<file path="src/wiper_ctl_defines.svh">
// timing constants for the wiper host controller
// assumes a 100 MHz core clock
`ifndef WIPER_CTL_DEFINES_SVH
`define WIPER_CTL_DEFINES_SVH
`define CLK_PERIOD_NS 10
`define CH_COUNT 2
`define POS_W 5
`define POS_MAX 5'h1F
`define T_CI_NS 100
`define T_CI_CYC ((`T_CI_NS + `CLK_PERIOD_NS - 1) / `CLK_PERIOD_NS)
`define T_DI_NS 100
`define T_DI_CYC ((`T_DI_NS + `CLK_PERIOD_NS - 1) / `CLK_PERIOD_NS)
`define T_IL_US 1
`define T_IL_CYC ((`T_IL_US * 1000 + `CLK_PERIOD_NS - 1) / `CLK_PERIOD_NS)
`define T_IH_US 1
`define T_IH_CYC ((`T_IH_US * 1000 + `CLK_PERIOD_NS - 1) / `CLK_PERIOD_NS)
`define T_IC_US 1
`define T_IC_CYC ((`T_IC_US * 1000 + `CLK_PERIOD_NS - 1) / `CLK_PERIOD_NS)
`define T_CPH_NS 250
`define T_CPH_CYC ((`T_CPH_NS + `CLK_PERIOD_NS - 1) / `CLK_PERIOD_NS)
`define T_STORE_MS 10
`define T_STORE_CYC ((`T_STORE_MS * 1000000 + `CLK_PERIOD_NS - 1) / `CLK_PERIOD_NS)
`define CNT_W 20
`endif

</file>
<file path="src/wiper_ctl_pkg.sv">
// types shared by the wiper host controller
// assumes wiper_ctl_defines.svh is compiled alongside
`default_nettype none
package wiper_ctl_pkg;
  typedef enum logic [6:0] {
    ST_IDLE  = 7'h01,
    ST_SEL   = 7'h02,
    ST_DIR   = 7'h04,
    ST_LOW   = 7'h08,
    ST_HIGH  = 7'h10,
    ST_PARK  = 7'h20,
    ST_DESEL = 7'h40
  } state_t;
  // one command from the user side
  typedef struct packed {
    logic up;
    logic [4:0] steps;
    logic store;
  } cmd_t;
  // the three pins of one channel
  typedef struct packed {
    logic sel_b;
    logic step_b;
    logic up;
  } pins_t;
endpackage
`default_nettype wire

</file>
<file path="src/wiper_chan.sv">
// one channel of the host controller: drives select, step and direction
// assumes commands come from logic on core_clk
`include "wiper_ctl_defines.svh"
`default_nettype none
module wiper_chan #(
  parameter logic [`CNT_W-1:0] STORE_CYC = `CNT_W'(`T_STORE_CYC)
) (
  // clock and reset
  input wire logic core_clk,
  input wire logic rst_b,
  // command
  input wire logic cmd_valid,
  input wire wiper_ctl_pkg::cmd_t cmd,
  output logic cmd_ready,
  // pins
  output wiper_ctl_pkg::pins_t pins
);
  wiper_ctl_pkg::state_t state_q, state_d;
  logic [`CNT_W-1:0] cnt_q, cnt_d;
  logic [4:0] left_q, left_d;
  logic up_q, up_d, store_q, store_d;
  wiper_ctl_pkg::pins_t pins_d;
  wire cnt_done = (cnt_q == '0);
  wire take = (state_q == wiper_ctl_pkg::ST_IDLE) && cnt_done && cmd_valid;

  always_comb begin
    state_d = state_q;
    cnt_d = cnt_done ? cnt_q : cnt_q - `CNT_W'(1);
    left_d = left_q;
    up_d = up_q;
    store_d = store_q;
    pins_d = pins;
    case (state_q)
      wiper_ctl_pkg::ST_IDLE: begin
        // a zero-step command without store has nothing to do on the pins
        if (take && (cmd.steps != 5'h00 || cmd.store)) begin
          up_d = cmd.up;
          left_d = cmd.steps;
          store_d = cmd.store;
          pins_d.sel_b = 1'b0;
          pins_d.up = cmd.up;
          cnt_d = `CNT_W'(`T_CI_CYC + `T_DI_CYC);
          state_d = wiper_ctl_pkg::ST_SEL;
        end
      end
      wiper_ctl_pkg::ST_SEL: begin
        if (cnt_done) begin
          if (left_q == 5'h00) begin
            state_d = wiper_ctl_pkg::ST_PARK;
            cnt_d = `CNT_W'(`T_IC_CYC);
          end else begin
            pins_d.step_b = 1'b0;
            left_d = left_q - 5'h01;
            cnt_d = `CNT_W'(`T_IL_CYC);
            state_d = wiper_ctl_pkg::ST_LOW;
          end
        end
      end
      wiper_ctl_pkg::ST_LOW: begin
        if (cnt_done) begin
          if (left_q == 5'h00 && !store_q) begin
            // last step of a no-store move: strobe stays low through deselect
            cnt_d = `CNT_W'(`T_IC_CYC);
            state_d = wiper_ctl_pkg::ST_PARK;
          end else begin
            pins_d.step_b = 1'b1;
            cnt_d = `CNT_W'(`T_IH_CYC);
            state_d = wiper_ctl_pkg::ST_HIGH;
          end
        end
      end
      wiper_ctl_pkg::ST_HIGH: begin
        if (cnt_done) begin
          if (left_q != 5'h00) begin
            pins_d.step_b = 1'b0;
            left_d = left_q - 5'h01;
            cnt_d = `CNT_W'(`T_IL_CYC);
            state_d = wiper_ctl_pkg::ST_LOW;
          end else begin
            // store exit: strobe stays high while select rises
            cnt_d = `CNT_W'(`T_IC_CYC);
            state_d = wiper_ctl_pkg::ST_PARK;
          end
        end
      end
      wiper_ctl_pkg::ST_PARK: begin
        if (cnt_done) begin
          pins_d.sel_b = 1'b1;
          cnt_d = store_q ? STORE_CYC : `CNT_W'(`T_CPH_CYC);
          state_d = wiper_ctl_pkg::ST_DESEL;
        end
      end
      wiper_ctl_pkg::ST_DESEL: begin
        pins_d.step_b = 1'b1;
        state_d = wiper_ctl_pkg::ST_IDLE;
      end
      default: state_d = wiper_ctl_pkg::ST_IDLE;
    endcase
  end

  always_ff @(posedge core_clk) begin
    if (!rst_b) begin
      state_q <= wiper_ctl_pkg::ST_IDLE;
      cnt_q <= STORE_CYC; // select held high after power-up
      left_q <= 5'h00;
      up_q <= 1'b0;
      store_q <= 1'b0;
      pins <= 3'b110;
    end else begin
      state_q <= state_d;
      cnt_q <= cnt_d;
      left_q <= left_d;
      up_q <= up_d;
      store_q <= store_d;
      pins <= pins_d;
    end
  end

  always_ff @(posedge core_clk) begin
    if (!rst_b) cmd_ready <= 1'b0;
    else cmd_ready <= (state_d == wiper_ctl_pkg::ST_IDLE) && (cnt_d == '0) && !take;
  end

  AST_STEP_SELECTED: assert property (@(posedge core_clk) disable iff (!rst_b)
    $fell(pins.step_b) |-> !pins.sel_b) else $error("step strobe fell while deselected");
  AST_NOSTORE_LOW: assert property (@(posedge core_clk) disable iff (!rst_b)
    $rose(pins.sel_b) && !store_q |-> !pins.step_b) else $error("no-store exit strobe high");
  AST_STORE_HIGH: assert property (@(posedge core_clk) disable iff (!rst_b)
    $rose(pins.sel_b) && store_q |-> pins.step_b) else $error("store exit strobe low");
  AST_DIR_STABLE: assert property (@(posedge core_clk) disable iff (!rst_b)
    $fell(pins.step_b) |-> $stable(pins.up)) else $error("direction moved at strobe edge");
  AST_STORE_GAP: assert property (@(posedge core_clk) disable iff (!rst_b)
    $rose(pins.sel_b) && store_q |=> pins.sel_b [*8]) else $error("reselect too soon after store");
  AST_LOW_WIDTH: assert property (@(posedge core_clk) disable iff (!rst_b)
    $fell(pins.step_b) && !pins.sel_b |=> !pins.step_b [*8]) else $error("strobe low too short");
  AST_SEL_SETUP: assert property (@(posedge core_clk) disable iff (!rst_b)
    $fell(pins.sel_b) |=> pins.step_b [*8]) else $error("strobe too soon after select");
  AST_IDLE_DESEL: assert property (@(posedge core_clk) disable iff (!rst_b)
    state_q == wiper_ctl_pkg::ST_IDLE |-> pins.sel_b) else $error("select low while idle");
  COV_STORE: cover property (@(posedge core_clk) $rose(pins.sel_b) && store_q);
  COV_NOSTORE: cover property (@(posedge core_clk) $rose(pins.sel_b) && !store_q);
  COV_STEP_UP: cover property (@(posedge core_clk) $fell(pins.step_b) && pins.up);
endmodule
`default_nettype wire

</file>
<file path="src/wiper_host.sv">
// two-channel host controller for an up/down wiper device with store
`include "wiper_ctl_defines.svh"
`default_nettype none
module wiper_host #(
  parameter logic [`CNT_W-1:0] STORE_CYC = `CNT_W'(`T_STORE_CYC)
) (
  // clock and reset
  input wire logic core_clk,
  input wire logic rst_b,
  // user commands, one per channel
  input wire logic [`CH_COUNT-1:0] cmd_valid,
  input wire wiper_ctl_pkg::cmd_t [`CH_COUNT-1:0] cmd,
  output logic [`CH_COUNT-1:0] cmd_ready,
  // device pins
  output wiper_ctl_pkg::pins_t [`CH_COUNT-1:0] pins
);
  genvar g;
  generate
    for (g = 0; g < `CH_COUNT; g++) begin : g_ch
      wiper_chan #(.STORE_CYC(STORE_CYC)) u_chan (
        .core_clk(core_clk),
        .rst_b(rst_b),
        .cmd_valid(cmd_valid[g]),
        .cmd(cmd[g]),
        .cmd_ready(cmd_ready[g]),
        .pins(pins[g])
      );
    end
  endgenerate
endmodule
`default_nettype wire

</file>
<file path="config.mk">
export PLATFORM = sky130hd
export DESIGN_NAME = wiper_host
export DESIGN_NICKNAME = d
export VERILOG_FILES = /design/src/wiper_ctl_pkg.sv /design/src/wiper_chan.sv /design/src/wiper_host.sv
export VERILOG_INCLUDE_DIRS = /design/src /design/src/src
export SDC_FILE = /design/constraint.sdc
export NUM_CORES = 1
export LEC_CHECK = 0
export ABC_CLOCK_PERIOD_IN_PS = 2800
export BUFFER_PORTS_ARGS = -buffer_cell sky130_fd_sc_hd__buf_2
export CORE_ASPECT_RATIO = 1.5
export CORE_MARGIN = 4
export CORE_UTILIZATION = 35
export CTS_CLUSTER_SIZE = 24
export DETAILED_ROUTE_END_ITERATION = 16
export PLACE_DENSITY = 0.53
export SYNTH_ARGS = -nofsm -noshare
export SYNTH_HDL_FRONTEND = slang
export SYNTH_HIERARCHICAL = 1
export SYNTH_SLANG_ARGS = --single-unit
</file>
<file path="constraint.sdc">
create_clock -name core_clk -period 2.8 [get_ports core_clk]
set_input_delay 0.28 -clock core_clk [delete_from_list [all_inputs] [get_ports core_clk]]
set_output_delay 0.28 -clock core_clk [all_outputs]
set_load 0.02 [all_outputs]
</file>
==> reports/metrics.yaml <==
power_and_ir_drop:
  power_density_nw_per_um2: 552
  ir_worst_vdd_mv: 0.283
  seqPwrFrac: 0.427
  pwr-share-comb: 0.109
  power.switching_uw: 664
  netSwitchingFraction: 0.248
  power_frac_clock: 0.464
  leakage_nw: 1.85
  p_int_mw: 2.02
  power_mw: 2.68
die:
  die_x_um: 96.9
  dieArea_um2: 13700
  pin_count: 26
  core_region_area_um2: 11500
  rows: 48
  start_util: 0.360
  die_height_um: 141
clock_network:
  insertion_delay_ps: 330
  clock-sinks: 74
  cts_max_level: 3
  clk_pin_slew_ps: 60
  clock_path_buffers: 2
  ctsHoldBuffers: 0
  root_buffer: "clkbuf_16"
  cts-buffers-inserted: 9
  cts_tree: "built"
setup_path:
  critPathLaunchType: "flip-flop"
  cp-end-kind: "flip-flop"
  crit_fanout: 6
  slowest_delay_ps: 500
  path_cells: "inv_1 > ha_1 > buf_4 > or4b_4 > nor3_4 > o2111ai_1 > a22oi_1 > o2111ai_1 > nor4_1 > and4_1"
  path_delay_family: "simple AND/OR/NAND/NOR gates"
  worstPathRequired_ps: 3070
  cpMostUsedCell: "o2111ai_1"
  arrival_ps: 2890
  cp_slowest_cell: "or4b_4"
  crit_type: "reg -> reg"
  worst-path-buf-inv: 2
finish:
  fillers: 1188
  fin_nets: 592
  fin_cells: 722
  area_growth_pct: 17.0
  final_util: 0.421
  drive_above_1_share: 0.143
  antenna_cells: 0
  fin_area_um2: 4860
timing:
  fmax_ghz: 0.382
  finalMaxSlewViolations: 0
  slew_headroom: 0.516
  finalSetupViolations: 0
  hold-worst-slack_ps: 182
  finalSetupTns_ps: 0
  fin_ws_ps: 184
  grt_setup_unrepaired: "no"
  worst_pin_slew_ps: 721
  fin_skew_ps: 6.29
  finalHoldViolCount: 0
  fin_crit_sh: 0.934
  period_minus_slack_ps: 2620
placed_design:
  placedCellCount: 707
  dpl.hpwl_mm: 8.75
  placed_cell_area_um2: 4540
  gp_congestion: 0.864
  dp_slack_ps: 197
  port_buffers: 25
hold_path:
  hp-class: "in -> reg"
global_routing:
  grtUsageTotal: 0.171
  grt_pass1_vias: 4002
  antenna_found_initial: 0
  grt_max_degree: 24
  grt_overflow: 0
  grt_pass1_wl_mm: 19.1
synth:
  synthCells: 530
  synth_area_um2: 4150
  synthFlopType: "dfxtp_1"
  yosys.cell_types.count: 66
  ys_ff_latch: 74
  syn_avg_cell_area_um2: 7.83
  synth.top_cell.area_share: 0.357
  synth_edf_count: 0
  synth_nets: 554
  synth.most_common_cell: "dfxtp_1"
  yosys-top-cells-area: "dfxtp_1 (36%), nor2_1 (6.4%), nor3_1 (3.9%), nand2_1 (3.7%), a21oi_1 (3.4%)"
  yosysTopAreaCell: "dfxtp_1"
  synth_warnings: 6
  ys_seq_area_frac: 0.357
  async_reset_ff_frac: 0
  synthTopCellsByCount: "dfxtp_1 (74), nor2_1 (71), nand2_1 (41)"
route:
  vias_per_cell: 5.66
  finalWirelength_mm: 11.7
  dr.pass1.iters: 5
  drt_iter0_drc: 161
  vias: 4086
  antenna_left: 0
  wl_per_cell_um: 16.2
  drc: 0
run:
  cap_violations: 0
run_status:
  status: "finished clean"
## final timing paths
kind,slack [ps],cells past startpoint,to,from
max,180,10,g_ch[0].u_chan/cmd_ready,g_ch[0].u_chan/cnt_q[0]
min,180,3,g_ch[0].u_chan/pins[0],cmd[6]
max reg2reg,180,10,g_ch[0].u_chan/cmd_ready,g_ch[0].u_chan/cnt_q[0]
min reg2reg,470,2,g_ch[0].u_chan/left_q[4],g_ch[0].u_chan/left_q[4]
## area by class of cell
type / instances / area [um2] / share of cell area
sequential: 74 / 1480 / 0.305
inverter: 18 / 67.6 / 0.0139
clock inverter: 5 / 78.8 / 0.0162
timing repair buffer: 48 / 298 / 0.0613
tap: 150 / 188 / 0.0386
clock buffer: 10 / 239 / 0.0492
multi-input combinational: 417 / 2500 / 0.516
## registers in the layout, indices dropped and copies added (netlist names)
signal / flops
g_ch.u_chan/store_q: 2
g_ch.u_chan/cnt_q: 40
g_ch.u_chan/state_q: 14
g_ch.u_chan/left_q: 10
g_ch.u_chan/pins: 6
g_ch.u_chan/cmd_ready: 2
## per-layer routing
layer,share of wire,up-vias,track usage
li1,-,2016,-
met1,0.39,1915,0.180
met2,0.51,112,0.310
met3,0.037,43,0.0290
met4,0.056,0,0.118
met5,0,-,0
## layout by cell type, fill, tap and decap left out, types with 3 or more instances in the layout
cell type,synthesis,final
dfxtp_1,74,74
nand2_1,41,41
a31oi_1,7,7
buf_4,0,23
or2_2,3,3
nand2b_1,8,8
a21oi_1,28,28
o31ai_1,4,4
and3_1,7,7
clkbuf_16,0,9
a211oi_1,10,10
nor3_1,32,32
nand3b_1,8,8
nor3b_1,7,7
o21ai_0,27,27
nor4_1,12,12
ha_1,6,6
nand3_1,24,24
o21ai_1,3,3
nor2_1,71,71
o2111ai_1,4,4
xor2_1,7,7
and2_1,9,9
a21o_1,6,6
inv_1,16,16
nand4_1,8,8
o211ai_1,4,4
o21a_1,4,4
buf_2,3,25
or3_1,11,11
or4_1,8,8
xnor2_1,9,9
mux2i_1,4,4
## tightest hold or removal path, delay by kind of cell
family        cells  cell delay, ps
buf+inv           1              80
mux               1              50
simple gates      1              70
## kinds of logic after synthesis
kind of cell	count (synthesis)	synth area share
adder cells (fa/ha/maj)	6	0.0181
other	2	0.00181
XOR/XNOR	16	0.0338
multiplexers	5	0.0124
flip-flops	74	0.357
AO/OA/AOI/OAI	115	0.180
buffers and inverters	39	0.0398
AND/OR/NAND/NOR	273	0.357
## repair_timing
action,in CTS,in global routing
setup endpoints to repair,0,1
setup buffers,0,0
gates resized for setup,0,1
## power groups by stage
stage                     clock (mW)  combinational (mW)  sequential, mW
final                           1.24               0.292            1.14
after global routing            1.31               0.327            1.15
after CTS                       1.28               0.290            1.14
after detailed placement           0               0.288            1.17
after global placement             0               0.289            1.16
after floorplan                    0               0.206            1.15
Note: power is estimated with default switching activity, not from simulation.
